**config.mk**
```make
export PLATFORM = sky130hd
export DESIGN_NAME = qsr_top
export DESIGN_NICKNAME = d
export VERILOG_FILES = /design/src/rtl/qsr_pkg.sv /design/src/rtl/qsr_group.sv /design/src/rtl/qsr_top.sv
export VERILOG_INCLUDE_DIRS = /design/src /design/src/rtl
export SDC_FILE = /design/constraint.sdc
export NUM_CORES = 1
export LEC_CHECK = 0
export ABC_CLOCK_PERIOD_IN_PS = 2600
export CORE_MARGIN = 10
export CORE_UTILIZATION = 48
export DETAILED_ROUTE_END_ITERATION = 10
export DONT_BUFFER_PORTS = 1
export PLACE_DENSITY = 0.68
export SYNTH_ARGS = -nofsm -noshare
export SYNTH_HDL_FRONTEND = slang
export SYNTH_SLANG_ARGS = --single-unit
```
**constraint.sdc**
```tcl
create_clock -name clk -period 2.6 [get_ports clk]
set_input_delay 0.52 -clock clk [delete_from_list [all_inputs] [get_ports clk]]
set_output_delay 0.52 -clock clk [all_outputs]
set_load 0.05 [all_outputs]
```
**src/rtl/qsr_defines.svh**
```systemverilog
`ifndef QSR_DEFINES_SVH
`define QSR_DEFINES_SVH

// Register width and group count
`define QSR_W 16
`define QSR_NGRP 5
// Group select codes
`define QSR_GRP_MAIN 3'h0
`define QSR_GRP_OVERDRIVE 3'h1
`define QSR_GRP_CONVERTER 3'h2
`define QSR_GRP_LIMIT 3'h3
`define QSR_GRP_MASKTEST 3'h4
// Reset values of every writable part and of the common status
`define QSR_RST_MASK 16'h0000
`define QSR_RST_RISE 16'hffff
`define QSR_RST_FALL 16'h0000
`define QSR_RST_ESE 8'h00
`define QSR_RST_ESR 8'h00

`endif

```
**src/rtl/qsr_pkg.sv**
```systemverilog
package qsr_pkg;

    typedef enum logic [3:0] {
        QSR_CMD_NONE = 4'h0,
        QSR_CMD_RD_LIVE = 4'h1,
        QSR_CMD_RD_FLAGS = 4'h2,
        QSR_CMD_RD_MASK = 4'h3,
        QSR_CMD_RD_RISE = 4'h4,
        QSR_CMD_RD_FALL = 4'h5,
        QSR_CMD_WR_MASK = 4'h6,
        QSR_CMD_WR_RISE = 4'h7,
        QSR_CMD_WR_FALL = 4'h8,
        QSR_CMD_PRESET = 4'h9,
        QSR_CMD_RESET = 4'ha,
        QSR_CMD_WR_ESE = 4'hb,
        QSR_CMD_RD_ESR = 4'hc,
        QSR_CMD_RD_ESE = 4'hd
    } qsr_cmd_e;

    typedef struct packed {
        logic valid;
        qsr_cmd_e cmd;
        logic [2:0] grp;
        logic [15:0] data;
    } qsr_req_s;

    typedef struct packed {
        logic valid;
        logic err;
        logic [15:0] data;
    } qsr_rsp_s;

    typedef struct packed {
        logic [15:0] live;
        logic [15:0] prev;
        logic [15:0] mask;
        logic [15:0] flags;
        logic [15:0] rise;
        logic [15:0] fall;
        logic summary;
    } qsr_grp_s;

    typedef struct packed {
        logic [63:0] cond_s1;
        logic [63:0] cond_s2;
        logic [11:0] main_s1;
        logic [11:0] main_s2;
        logic [7:0] ese;
        logic [7:0] esr;
        logic [7:0] esr_sum;
        qsr_rsp_s rsp;
        logic sum;
    } qsr_state_s;

endpackage

```
**src/rtl/qsr_group.sv**
```systemverilog
`timescale 1ns/1ps
`include "qsr_defines.svh"

module qsr_group #(
    parameter int W = `QSR_W
) (
    input wire logic clk,
    input wire logic nrst,
    input wire logic [W-1:0] cond,
    input wire logic wr_mask,
    input wire logic wr_rise,
    input wire logic wr_fall,
    input wire logic rd_flags,
    input wire logic preset,
    input wire logic [W-1:0] wdata,
    output logic [W-1:0] live,
    output logic [W-1:0] mask,
    output logic [W-1:0] flags,
    output logic [W-1:0] rise,
    output logic [W-1:0] fall,
    output logic summary
);
    if (W < 1 || W > 16) begin : g_bad_w
        $error("qsr_group width out of range");
    end

    typedef struct packed {
        logic [W-1:0] live;
        logic [W-1:0] mask;
        logic [W-1:0] flags;
        logic [W-1:0] rise;
        logic [W-1:0] fall;
        logic summary;
    } qsr_gst_s;

    qsr_gst_s s_q;
    qsr_gst_s s_d;
    logic [W-1:0] hit;

    always_comb begin
        s_d = s_q;
        hit = (cond & ~s_q.live & s_q.rise)
            | (~cond & s_q.live & s_q.fall);
        s_d.live = cond;
        // Set beats the read-clear in the same cycle
        s_d.flags = (rd_flags ? '0 : s_q.flags) | hit;
        if (wr_mask) begin
            s_d.mask = wdata;
        end
        if (wr_rise) begin
            s_d.rise = wdata;
        end
        if (wr_fall) begin
            s_d.fall = wdata;
        end
        s_d.summary = |(s_d.flags & s_d.mask);
        if (preset) begin
            s_d.mask = W'(`QSR_RST_MASK);
            s_d.flags = '0;
            s_d.rise = W'(`QSR_RST_RISE);
            s_d.fall = W'(`QSR_RST_FALL);
            s_d.summary = 1'b0;
        end
    end

    always_ff @(posedge clk) begin
        if (!nrst) begin
            s_q <= '0;
            s_q.rise <= W'(`QSR_RST_RISE);
        end else begin
            s_q <= s_d;
        end
    end

    assign live = s_q.live;
    assign mask = s_q.mask;
    assign flags = s_q.flags;
    assign rise = s_q.rise;
    assign fall = s_q.fall;
    assign summary = s_q.summary;
endmodule // qsr_group

```
**src/rtl/qsr_top.sv**
```systemverilog
`timescale 1ns/1ps
`include "qsr_defines.svh"

module qsr_top #(
    parameter int W = `QSR_W,
    parameter int NGRP = `QSR_NGRP
) (
    input wire logic clk,
    input wire logic nrst,
    input wire qsr_pkg::qsr_req_s req,
    input wire logic [63:0] sub_cond,
    input wire logic [11:0] main_cond,
    input wire logic [7:0] esr_set,
    output qsr_pkg::qsr_rsp_s rsp,
    output logic summary,
    output logic [7:0] esr_summary_q
);
    logic [4:0][15:0] cond;
    logic [4:0][15:0] g_live;
    logic [4:0][15:0] g_mask;
    logic [4:0][15:0] g_flags;
    logic [4:0][15:0] g_rise;
    logic [4:0][15:0] g_fall;
    logic [4:0] g_sum;
    logic [4:0] wr_mask;
    logic [4:0] wr_rise;
    logic [4:0] wr_fall;
    logic [4:0] rd_flags;
    logic preset;
    qsr_pkg::qsr_state_s s_q;
    qsr_pkg::qsr_state_s s_d;

    // Pin words and main-group wiring are fixed at these sizes
    if (W != 16) begin : g_bad_w
        $error("qsr_top serves only 16-bit parts");
    end
    if (NGRP != 5) begin : g_bad_ngrp
        $error("qsr_top serves only five groups");
    end

    function automatic logic grp_ok(input logic [2:0] g);
        grp_ok = (g < 3'(`QSR_NGRP));
    endfunction

    function automatic logic [4:0] grp_hit(input logic [2:0] g);
        grp_hit = 5'(1) << g;
    endfunction

    // One sub-group's 16 live bits out of the packed pin word
    function automatic logic [15:0] sub_word(input logic [63:0] v,
        input logic [1:0] k);
        sub_word = v[16*k +: 16];
    endfunction

    // Eight-bit common status part widened to a reply word
    function automatic logic [15:0] byte_word(input logic [7:0] b);
        byte_word = {8'h00, b};
    endfunction

    // Main group: low bits from pins, sub-group summaries above
    always_comb begin
        cond[0] = {g_sum[4:1], s_q.main_s2};
        cond[1] = sub_word(s_q.cond_s2, 2'h0);
        cond[2] = sub_word(s_q.cond_s2, 2'h1);
        cond[3] = sub_word(s_q.cond_s2, 2'h2);
        cond[4] = sub_word(s_q.cond_s2, 2'h3);
    end

    // Strobes for the addressed group only, preset to all five groups; refused groups get none
    always_comb begin
        wr_mask = '0;
        wr_rise = '0;
        wr_fall = '0;
        rd_flags = '0;
        preset = 1'b0;
        if (req.valid && grp_ok(req.grp)) begin
            case (req.cmd)
                qsr_pkg::QSR_CMD_WR_MASK: begin
                    wr_mask = grp_hit(req.grp);
                end
                qsr_pkg::QSR_CMD_WR_RISE: begin
                    wr_rise = grp_hit(req.grp);
                end
                qsr_pkg::QSR_CMD_WR_FALL: begin
                    wr_fall = grp_hit(req.grp);
                end
                qsr_pkg::QSR_CMD_RD_FLAGS: begin
                    rd_flags = grp_hit(req.grp);
                end
                qsr_pkg::QSR_CMD_PRESET: begin
                    preset = 1'b1;
                end
                qsr_pkg::QSR_CMD_RESET: begin
                    preset = 1'b1;
                end
                default: begin
                    preset = 1'b0;
                end
            endcase
        end
    end

    genvar gi;
    generate
        // Group 0 is the main group; groups 1 to 4 feed its top bits
        for (gi = 0; gi < NGRP; gi++) begin : g_grp
            qsr_group #(.W(W)) u_grp (
                .clk(clk),
                .nrst(nrst),
                .cond(cond[gi]),
                .wr_mask(wr_mask[gi]),
                .wr_rise(wr_rise[gi]),
                .wr_fall(wr_fall[gi]),
                .rd_flags(rd_flags[gi]),
                .preset(preset),
                .wdata(req.data),
                .live(g_live[gi]),
                .mask(g_mask[gi]),
                .flags(g_flags[gi]),
                .rise(g_rise[gi]),
                .fall(g_fall[gi]),
                .summary(g_sum[gi])
            );
        end
    endgenerate

    // Whole top state: pin synchronisers, common status, reply
    always_comb begin
        s_d = s_q;
        // Live levels come from outside, synchronised first
        s_d.cond_s1 = sub_cond;
        s_d.cond_s2 = s_q.cond_s1;
        s_d.main_s1 = main_cond;
        s_d.main_s2 = s_q.main_s1;
        s_d.sum = g_sum[0];
        // Set beats the read-clear in the same cycle
        s_d.esr = s_q.esr | esr_set;
        s_d.rsp = '0;
        // One reply per taken command, exactly one cycle later
        if (req.valid) begin
            s_d.rsp.valid = 1'b1;
            case (req.cmd)
                qsr_pkg::QSR_CMD_RD_LIVE: begin
                    s_d.rsp.data = g_live[req.grp];
                end
                qsr_pkg::QSR_CMD_RD_FLAGS: begin
                    s_d.rsp.data = g_flags[req.grp];
                end
                qsr_pkg::QSR_CMD_RD_MASK: begin
                    s_d.rsp.data = g_mask[req.grp];
                end
                qsr_pkg::QSR_CMD_RD_RISE: begin
                    s_d.rsp.data = g_rise[req.grp];
                end
                qsr_pkg::QSR_CMD_RD_FALL: begin
                    s_d.rsp.data = g_fall[req.grp];
                end
                qsr_pkg::QSR_CMD_WR_MASK,
                qsr_pkg::QSR_CMD_WR_RISE,
                qsr_pkg::QSR_CMD_WR_FALL,
                qsr_pkg::QSR_CMD_PRESET: begin
                    // Writes answer with an empty word
                    s_d.rsp.data = 16'h0000;
                end
                qsr_pkg::QSR_CMD_WR_ESE: begin
                    s_d.ese = req.data[7:0];
                end
                qsr_pkg::QSR_CMD_RD_ESE: begin
                    s_d.rsp.data = byte_word(s_q.ese);
                end
                qsr_pkg::QSR_CMD_RD_ESR: begin
                    s_d.rsp.data = byte_word(s_q.esr);
                    s_d.esr = esr_set;
                end
                qsr_pkg::QSR_CMD_RESET: begin
                    s_d.ese = `QSR_RST_ESE;
                    s_d.esr = `QSR_RST_ESR | esr_set;
                end
                default: begin
                    s_d.rsp.err = 1'b1;
                end
            endcase
            // Unknown groups are refused and nothing is written
            if (!grp_ok(req.grp)) begin
                s_d.rsp.err = 1'b1;
                s_d.rsp.data = 16'h0000;
                s_d.ese = s_q.ese;
                s_d.esr = s_q.esr | esr_set;
            end
        end
        // Enabled status word kept in a flop of its own
        s_d.esr_sum = s_d.esr & s_d.ese;
    end

    // Common status starts clear, reply idle
    always_ff @(posedge clk) begin
        if (!nrst) begin
            s_q <= '0;
            s_q.ese <= `QSR_RST_ESE;
            s_q.esr <= `QSR_RST_ESR;
        end else begin
            s_q <= s_d;
        end
    end

    // Every output straight from the state register
    assign rsp = s_q.rsp;
    assign summary = s_q.sum;
    assign esr_summary_q = s_q.esr_sum;
endmodule // qsr_top

```
# Yosys cells after proc, flatten, opt, wreduce, memory -nomap -nowiden
# Index checks and enable logic that the tools add are counted.
[word_totals]
register_bits = 600
latchBits = 0
mem_bits_rw = 0
mem_bits_ro = 0
inputBits = 110
out_inout_bits = 27
elab_cells = 155
mem_count = 0
[classes]
add_sub_neg = 0
mul = 0
div_mod_pow = 0
n_lt_le_gt_ge = 2
n_eq_ne = 13
shift = 1
mux = 38
bitwise_logic = 48
n_reduce_logical = 12
[op_table]
columns = ["op", "count"]
rows = [
  ["$and A16 B16 Y16", 25],
  ["$mux W16", 17],
  ["$bmux W16 S3", 5],
  ["$not A16 Y16", 10],
  ["$or A16 B16 Y16", 10],
  ["$pmux W16 S7", 1],
  ["$reduce_or A16 Y1", 5],
  ["$mux W5", 8],
  ["$eq A4 B4 Y1 const B", 6],
  ["$mux W18", 1],
  ["$mux W17", 1],
  ["$eq A4 B3 Y1 const B", 4],
  ["$pmux W8 S2", 1],
  ["$reduce_or A13 Y1", 1],
  ["$and A8 B8 Y8", 1],
  ["$eq A4 B2 Y1 const B", 2],
  ["$mux W8", 1],
  ["$or A8 B8 Y8", 1],
  ["$reduce_or A2 Y1", 3],
  ["$shl A1 B3 Y5 const A", 1],
  ["$eq A4 B1 Y1 const B", 1],
  ["$lt A3 B4 Y1 const B", 1],
  ["$lt A3 B3 Y1 const B", 1],
  ["$mux W1", 3],
  ["other kinds (4)", 4],
]

# Logic depth before layout (Yosys ltp)
# Gate-level depths: netlist of the first run.
[depth]
word_depth = 7
ltp_mapped = 9

# Modules after synthesis
# A second synthesis of the first run with hierarchy kept.
[unflattened]
cells_unflattened = 2549
hier_area_um2 = 24941.4
[modules_own_cells]
columns = ["mod", "instances", "cells_each", "area_each_um2", "seq_area_each_um2"]
rows = [
  ["qsr_group", 5, 297, 3042.9, 1621.6],
  ["qsr_top", 1, 1064, 9726.8, 3903.7],
]

# Worst setup path after synthesis of the first run
# Ideal clock, no wire load.
[synth_timing]
path_kind = "input to register"
startpoint = "input req[16] (netlist name)"
endpoint = "register s_q (netlist bit rsp[5])"
setup_ps = 120
t_arrival_ps = 2404
path_slack_ps = 77
path_stages = 6
cell_sequence = "buf_2 -> buf_1 -> mux4_2 -> a222oi_1 -> o211ai_1 -> o31a_1"
[synth_via]
elab_chain_len = 3
word_cells_on_any_way = 13
classes_between = "1 x order compare; 11 x mux; 1 x reduce/logical"
[synth_lines]
columns = ["item", "line", "text"]
rows = [
  ["start, declared", "qsr_top.sv:10", "input wire qsr_pkg::qsr_req_s req,"],
  ["$bmux W16 S3, on equally long branches", "-", ""],
  ["$mux W16, on equally long branches", "-", ""],
  ["$pmux W16 S7", "qsr_top.sv:142", "case (req.cmd)"],
  ["end, declared", "qsr_top.sv:30", "qsr_pkg::qsr_state_s s_q;"],
]
# Several ways; a longest one is shown, not always the timed one. The select of a mux whose other input is x is not followed.
# A chain may end at the register's enable or synchronous reset.

# Worst setup path after layout of the first run
[layout_timing]
startpoint = "input req[22] (netlist name)"
endpoint = "register g_grp[0].u_grp.s_q (netlist bit g_grp[0].u_grp.summary)"
[layout_via]
elab_chain_len = 7
word_cells_on_any_way = 17
classes_between = "4 x eq/ne; 8 x mux; 2 x bitwise; 3 x reduce/logical"
[layout_lines]
columns = ["item", "line", "text"]
rows = [
  ["$eq A4 B2 Y1", "qsr_top.sv:77", "case (req.cmd)"],
  ["$mux W5", "qsr_top.sv:77", ""],
  ["$mux W5", "qsr_top.sv:76", "if (req.valid && grp_ok(req.grp)) begin"],
  ["$mux W16", "qsr_group.sv:46", "s_d.flags = (rd_flags ? '0 : s_q.flags) | hit;"],
  ["$or A16 B16 Y16", "qsr_group.sv:46", ""],
  ["$and A16 B16 Y16", "qsr_group.sv:56", "s_d.summary = |(s_d.flags & s_d.mask);"],
  ["$reduce_or A16 Y1", "qsr_group.sv:56", ""],
  ["end, declared", "qsr_group.sv:36", "qsr_gst_s s_q;"],
]
# Several ways; a longest one is shown, not always the timed one.

==> summary.log, run 1 <==
[clock_network] CTS max path bufs 3
[yosys] cell type with the largest total area after synthesis dfxtp_1
[timing] worst clock skew on the final layout 34.51 ps
[grt] met3 layer usage reported by global route 0.07996
[drt] via/cell ratio 5.957
[floorplan] Total Die Area 58,240 um2
[layout] layout overhead on the synthesized area 11.30%
[grt] met2 usage in global routing 0.3764
[yosys] syn avg cell area 9.624 um2
[clock_network] root buffer cell clkbuf_16
[grt] total routing resource utilization after global routing 0.2534
[clock_network] number of H-tree levels 3
[critical_path] Worst EP required 3070 ps
[critical_path] type of the setup path with the least slack in -> reg
[drt] Final Routed Wirelength 74.70 mm
[yosys] predominant post-synthesis flop cell dfxtp_1
[grt] met1 global-route usage 0.3346
[timing] crit share post-route 0.7988
[timing] final period demand of the worst path 2077 ps
[yosys] total nets after synthesis 2,553
[placed_design] placer congestion estimate 0.9769
[grt] antenna violations before repair 1
[yosys] count of synthesis-stage warnings from yosys 0
[clock_network] post-cts hold buffer count 0
[power_and_ir_drop] Max IR drop VDD 0.4614 mV
[grt] total grt overflow 0
[yosys] portion of synthesized cell area occupied by the leading cell type 0.5109
[floorplan] chip height 241.3 um
[yosys] mapped cell area 23,510 um2
[drt] number of vias in the routed layout 18,110
[job] count of max-cap constraint violations 0
[placed_design] standard cell area after detailed placement 23,950 um2
[yosys] number of storage elements in the synthesis netlist 600
[grt] maximum number of pins on one net before global-route repair 253
[floorplan] site row count 81
[critical_path] critical path, cell by cell or4bb_1 -> or2_2 -> a21oi_1 -> o22ai_1 -> nor4_1 -> a21oi_1
[critical_path] max incr delay on CP 560 ps
[clock_network] number of buffers created by CTS 66
[timing] Final Max Tran Viols 0
[clock_network] number of gates resized after cts 0
[power_and_ir_drop] total power 19.80 mW
[critical_path] data arrival at the endpoint of the critical path 2540 ps
[status] status complete, no violations
[grt] number of global-route vias before repair 17,340
[yosys] biggest area contributors in the synthesized netlist dfxtp_1, mux4_2, and2_1, nand2_1, mux2i_1
[placed_design] number of cells in the design after placement 2,921
[yosys] top cells by instance count after synthesis dfxtp_1, nand2_1, and2_1
[yosys] instance count of the mapped netlist 2,443
[layout] final cell count without fillers 3,040
[critical_path] critical path startpoint category input port
[layout] final net count 2,477
[floorplan] core footprint 48,650 um2
[drt] Detailed Route Iter0 Violations 2,049
[layout] design area 26,170 um2
[timing] Worst-Margin Slew 891.4 ps
[power_and_ir_drop] Pwr per Cell Area 756.6 nW/um2
[placed_design] HPWL after detailed placement 52.23 mm
[timing] total of endpoints with negative setup slack in the final report 0
[yosys] share of synthesized flip-flops with an asynchronous set or reset 0
[floorplan] width of the die 241.3 um
[drt] DR WL/cell 24.57 um
[timing] Peak Freq 481.5 MHz
[drt] count of antenna-violating nets left after detailed routing 0
[clock_network] Clock Sinks 600
[yosys] part of the Yosys area used for sequential elements 0.5109
[clock_network] clk slew on worst S/H paths 60 ps
[power_and_ir_drop] leakage power 10.22 nW
[layout] fraction of final layout cells sized beyond drive strength 1 0.1046
[yosys] count of unique library cells instantiated by Yosys 44
[drt] DR pass1 iterations 6
[critical_path] top fanout value on the critical path 16
[drt] Residual DRC 0
[grt] global-route layer with the greatest usage met2
[timing] final hold violation count 0
[critical_path] crit path capture type register
[timing] Relative slew margins 0.3995
[yosys] most common cell in the synthesized netlist dfxtp_1
[hold_path] Hold Crit Class in -> reg
[layout] # diodes 0
[clock_network] insertion delay of the later-clocked pin in the worst-skew pair 620 ps
[clock_network] TritonCTS clock tree yes
[critical_path] cell type with the highest occurrence count on the critical path a21oi_1
[timing] setup repair after global routing missed its margin false
[critical_path] worst-path cell with the longest stage delay or4bb_1
[layout] Finished Core Util 0.5379
[placed_design] Buffers on Ports 0
[floorplan] effective utilization at floorplan 0.4833
[clock_network] postcts setup bufs 0
[grt] global-route wire length before repair 109.4 mm
[floorplan] I/O pin cnt 137
[yosys] EDFF count, synth 0
routing by layer:
| metal | share of wire | vias up | wire, um |
|---|---|---|---|
| li1 | - | 8261 | - |
| met5 | 0.00011 | - | 8 |
| met2 | 0.43 | 953 | 32110 |
| met1 | 0.42 | 8698 | 31020 |
| met3 | 0.11 | 196 | 8405 |
| met4 | 0.042 | 2 | 3164 |
cell usage in the layout, fill, tap and decap left out, types with 3 or more instances in the layout:
cell,count
dfxtp_1,600
nand2_1,351
and2_1,236
nor2_1,215
a21oi_1,141
mux2i_1,119
nand3_1,95
o21ai_0,89
mux4_2,80
nand3b_1,80
a22oi_1,72
clkbuf_16,68
o22ai_1,56
buf_4,39
nor2b_1,21
o31a_1,16
clkbuf_8,15
buf_12,15
clkbuf_1,13
clkinv_2,11
nor4_1,10
a21boi_0,8
a222oi_1,8
o211ai_1,8
and3_1,7
or2_1,4
bufinv_16,4
nor3_1,3
and2_0,3
clkinv_8,3
critical path: cells and delay by family:
kind / cells / cell delay [ps]
AO/OA/AOI/OAI: 3 / 510
AND/OR/NAND/NOR: 3 / 1490
final timing paths:
kind / from / endpoint / slack, ps / cells past startpoint
max reg2reg: g_grp[3].u_grp.live[11]$_SDFF_PN0_ / g_grp[3].u_grp.summary$_SDFF_PP0_ / 540 / 7
min reg2reg: s_d[96]$_SDFF_PN0_ / cond[45]$_SDFF_PN0_ / 410 / 1
min: sub_cond[17] / s_d[84]$_SDFF_PN0_ / 30 / 1
max: req[22] / g_grp[0].u_grp.summary$_SDFF_PP0_ / 520 / 6
per-stage QoR:
stage               setup slack [ps]  hold slack [ps]  TNS, ps
CTS                            569.4            11.24        0
global placement               3.495            418.4        0
finish                         523.0            32.14        0
floorplan                      76.66            411.9        0
detailed placement            -58.26            419.2   -100.4
global route                   434.2            14.13        0
state kept, by name, summed over array words and instances (netlist names):
signal	flops
g_grp.u_grp.rise	80
summary	1
rsp	18
esr_summary_q	8
g_grp.u_grp.mask	80
cond	76
g_grp.u_grp.fall	80
g_grp.u_grp.flags	80
g_grp.u_grp.live	80
s_d	76
g_grp.u_grp.summary	5
s_q	16
cell type report:
class	count	area (um2)
Sequential cell	600	12010
Multi-Input combinational cell	1643	10560
Inverter	2	7.507
Fill cell	4306	22480
Tap cell	622	778.2
Clock buffer	96	1957
Timing Repair Buffer	54	593.1
Clock inverter	23	265.3
kinds of logic (layout without fill, tap and decap cells):
group           Yosys count  after routing  share of synthesized area
compound gates          401            401                     0.1022
flops                   600            600                     0.5109
simple gates           1043           1043                     0.2183
mux                     199            199                     0.1273
buf+inv                 200            175                    0.04130
report_power, final:
part           switching, mW  leakage, nW  internal (mW)
Sequential             0.154         4.89           9.43
Clock                   3.83         1.09           5.65
Combinational          0.421         4.24          0.314
Total                   4.40         10.2           15.4
Note: power is estimated with default switching activity, not from simulation.
==> run 2, diff against run 1 <==
--- a/config.mk
+++ b/config.mk
@@ -6,12 +6,13 @@
 export SDC_FILE = /design/constraint.sdc
 export NUM_CORES = 1
 export LEC_CHECK = 0
-export ABC_CLOCK_PERIOD_IN_PS = 2600
+export ABC_AREA = 1
+export ABC_CLOCK_PERIOD_IN_PS = 2050
 export CORE_MARGIN = 10
 export CORE_UTILIZATION = 48
 export DETAILED_ROUTE_END_ITERATION = 10
 export DONT_BUFFER_PORTS = 1
-export PLACE_DENSITY = 0.68
+export PLACE_DENSITY = 0.66
 export SYNTH_ARGS = -nofsm -noshare
 export SYNTH_HDL_FRONTEND = slang
 export SYNTH_SLANG_ARGS = --single-unit
==> constraint.sdc (replaced) <==
create_clock -name clk -period 2.05 [get_ports clk]
set_input_delay 0.41 -clock clk [delete_from_list [all_inputs] [get_ports clk]]
set_output_delay 0.41 -clock clk [all_outputs]
set_load 0.05 [all_outputs]
==> summary.log, run 2 <==
[grt] total routing resource utilization after global routing 0.3006
[clock_network] CTS max path bufs 3
[clock_network] Clock Sinks 600
[clock_network] TritonCTS clock tree yes
[drt] via/cell ratio 5.256
[placed_design] placer congestion estimate 0.9933
[yosys] count of synthesis-stage warnings from yosys 0
[critical_path] crit path capture type output port
[grt] global-route wire length before repair 138.2 mm
[floorplan] core footprint 51,410 um2
[drt] DR pass1 iterations 7
[timing] final-layout setup total negative slack 0 ps
[job] count of max-cap constraint violations 0
[drt] met3 wirelength from detailed routing 9.411 mm
[floorplan] Total Die Area 61,570 um2
[critical_path] critical path startpoint category register
[floorplan] width of the die 248.1 um
[clock_network] postcts setup bufs 0
[yosys] top cells by instance count after synthesis nand2_1, dfxtp_1, inv_1
[clock_network] clk slew on worst S/H paths 60 ps
[placed_design] standard cell area after detailed placement 27,120 um2
[timing] Final Max Tran Viols 0
[drt] Final Routed Wirelength 94.17 mm
[layout] total of fill cells in the finished design 4,790
[drt] Detailed Route Iter0 Violations 2,949
[timing] crit share post-route 0.8646
[timing] setup slack of the critical path after layout 277.5 ps
[yosys] EDFF count, synth 0
[yosys] number of storage elements in the synthesis netlist 600
[yosys] biggest area contributors in the synthesized netlist dfxtp_1, nand2_1, inv_1, nor2_1, a21oi_1
[timing] Worst-Margin Slew 768.9 ps
[clock_network] root buffer cell clkbuf_16
[layout] fraction of final layout cells sized beyond drive strength 1 0.09446
[clock_network] number of gates resized after cts 0
[timing] final hold violation count 0
[layout] final cell count without fillers 4,597
[yosys] total nets after synthesis 3,755
[critical_path] Stages on worst setup path 0
[timing] Relative slew margins 0.4820
[placed_design] HPWL after detailed placement 66.74 mm
[timing] setup repair after global routing missed its margin false
[critical_path] Worst EP required 1640 ps
[timing] total of endpoints with negative setup slack in the final report 0
[yosys] count of unique library cells instantiated by Yosys 26
[placed_design] Buffers on Ports 0
[critical_path] worst reg-to-reg path cell count 10
[power_and_ir_drop] Max IR drop VDD 0.6361 mV
[critical_path] worst reg2reg path startpoint cond[78]$_SDFF_PN0_
[layout] commonest non-fill, non-tap cell in the layout nand2_1
[placed_design] pre-CTS setup slack -85.72 ps
[critical_path] top fanout value on the critical path 1
[drt] count of antenna-violating nets left after detailed routing 0
[clock_network] post-cts hold buffer count 128
[grt] number of global-route vias before repair 22,400
[critical_path] crit path to rsp[15]
[yosys] share of synthesized flip-flops with an asynchronous set or reset 0
[layout] final net count 3,976
[critical_path] type of the setup path with the least slack reg -> out
[drt] Residual DRC 0
[drt] wire length the detailed router placed on met1 38.62 mm
[layout] design area 30,710 um2
[timing] worst clock skew on the final layout 24.46 ps
[floorplan] site row count 83
[drt] highest metal layer used by the detailed router met4
[critical_path] setup slack of the most critical reg-to-reg path 280 ps
[power_and_ir_drop] Pwr per Cell Area 866.4 nW/um2
[yosys] part of the Yosys area used for sequential elements 0.4808
[grt] antenna violations before repair 0
[yosys] portion of synthesized cell area occupied by the leading cell type 0.4808
[clock_network] insertion delay of the later-clocked pin in the worst-skew pair 620 ps
[drt] DR WL/cell 20.49 um
[clock_network] number of buffers created by CTS 66
[grt] total grt overflow 0
[grt] maximum number of pins on one net before global-route repair 153
[placed_design] number of cells in the design after placement 4,350
[hold_path] Hold Crit Class in -> reg
[timing] final period demand of the worst path 1773 ps
[yosys] most common cell in the synthesized netlist nand2_1
[yosys] mapped cell area 24,980 um2
[clock_network] number of H-tree levels 3
[yosys] instance count of the mapped netlist 3,645
[power_and_ir_drop] leakage power 15.58 nW
[critical_path] worst setup path start rsp[15]$_SDFF_PN0_
[layout] leading cell types in the layout, fill and taps excluded nand2_1, dfxtp_1, inv_1, nor2_1, a21oi_1
[timing] Peak Freq 564.2 MHz
[layout] # diodes 0
[yosys] syn avg cell area 6.854 um2
[critical_path] data arrival at the endpoint of the critical path 1360 ps
[floorplan] chip height 248.1 um
[critical_path] end of the worst register-to-register path g_grp[4].u_grp.summary$_SDFF_PP0_
[drt] number of vias in the routed layout 24,160
[floorplan] I/O pin cnt 137
[floorplan] effective utilization at floorplan 0.4860
[yosys] predominant post-synthesis flop cell dfxtp_1
[yosys] cell type with the largest total area after synthesis dfxtp_1
[layout] layout overhead on the synthesized area 22.94%
[drt] met2 routed wirelength 40.77 mm
[status] status complete, no violations
==> run 2: cell types whose count changed after synthesis, sizes merged, moves of 21 or more <==
| cell | previous run | this run |
|---|---|---|
| nand4 | 0 | 44 |
| a22oi | 72 | 18 |
| mux2i | 119 | 0 |
| nand3b | 80 | 0 |
| o21ai | 90 | 198 |
| nor2 | 216 | 373 |
| nor2b | 21 | 0 |
| and2 | 240 | 0 |
| o211ai | 8 | 80 |
| nand2 | 352 | 1195 |
| inv | 2 | 534 |
| mux4 | 80 | 0 |
| a21oi | 141 | 240 |
| buf | 71 | 99 |
==> run 2: metrics by stage <==
step | total power, mW | hold slack [ps] | utilization
finish | 26.61 | 40.72 | 0.5975
global route | 27.35 | 51.18 | 0.5975
CTS | 26.63 | 7.066 | 0.5975
detailed placement | 14.08 | 398.4 | 0.5276
global placement | 14.07 | 393.9 | 0.5276
floorplan | 13.30 | 390.5 | -
==> run 2: cell families after synthesis <==
kind of cell	count (synthesis)	synth area share
AOI/OAI and AO/OA	601	0.1341
buffers and inverters	743	0.1185
and+or+nand+nor	1701	0.2666
DFF	600	0.4808
==> run 2: worst min-delay path by stage <==
| stage | start | end | slack, ps | cells after the start |
|---|---|---|---|---|
| global placement | s_d[117]$_SDFF_PN0_ | cond[66]$_SDFF_PN0_ | 390 | 2 |
| detailed placement | s_d[48]$_SDFF_PN0_ | cond[5]$_SDFF_PN0_ | 400 | 2 |
| global route | nrst | cond[3]$_SDFF_PN0_ | 50 | 2 |
| floorplan | s_d[43]$_SDFF_PN0_ | cond[0]$_SDFF_PN0_ | 390 | 2 |
| CTS | nrst | g_grp[0].u_grp.live[5]$_SDFF_PN0_ | 7 | 2 |
| finish | req[7] | g_grp[2].u_grp.mask[7]$_SDFF_PP0_ | 40 | 2 |
==> run 2: layout make-up <==
| cell class | count | area [um2] | area share |
|---|---|---|---|
| Clock buffer | 92 | 1943 | 0.06327 |
| Clock inverter | 27 | 349.1 | 0.01137 |
| Inverter | 535 | 2009 | 0.06543 |
| Multi-Input combinational cell | 2302 | 10040 | 0.3268 |
| Sequential cell | 600 | 12010 | 0.3911 |
| Tap cell | 680 | 850.8 | 0.02770 |
| Timing Repair Buffer | 361 | 3511 | 0.1143 |
==> run 2: report_power, final <==
group / internal, mW / switching, mW
registers: 12.0 / 0.223
logic: 0.717 / 1.24
clock network: 7.44 / 5.03
==> run 2: routing by layer <==
metal | vias up | track usage
li1 | 11740 | -
met1 | 11010 | 0.3988
met2 | 1223 | 0.4554
met3 | 192 | 0.06255
met4 | 0 | 0.1565
met5 | - | 0
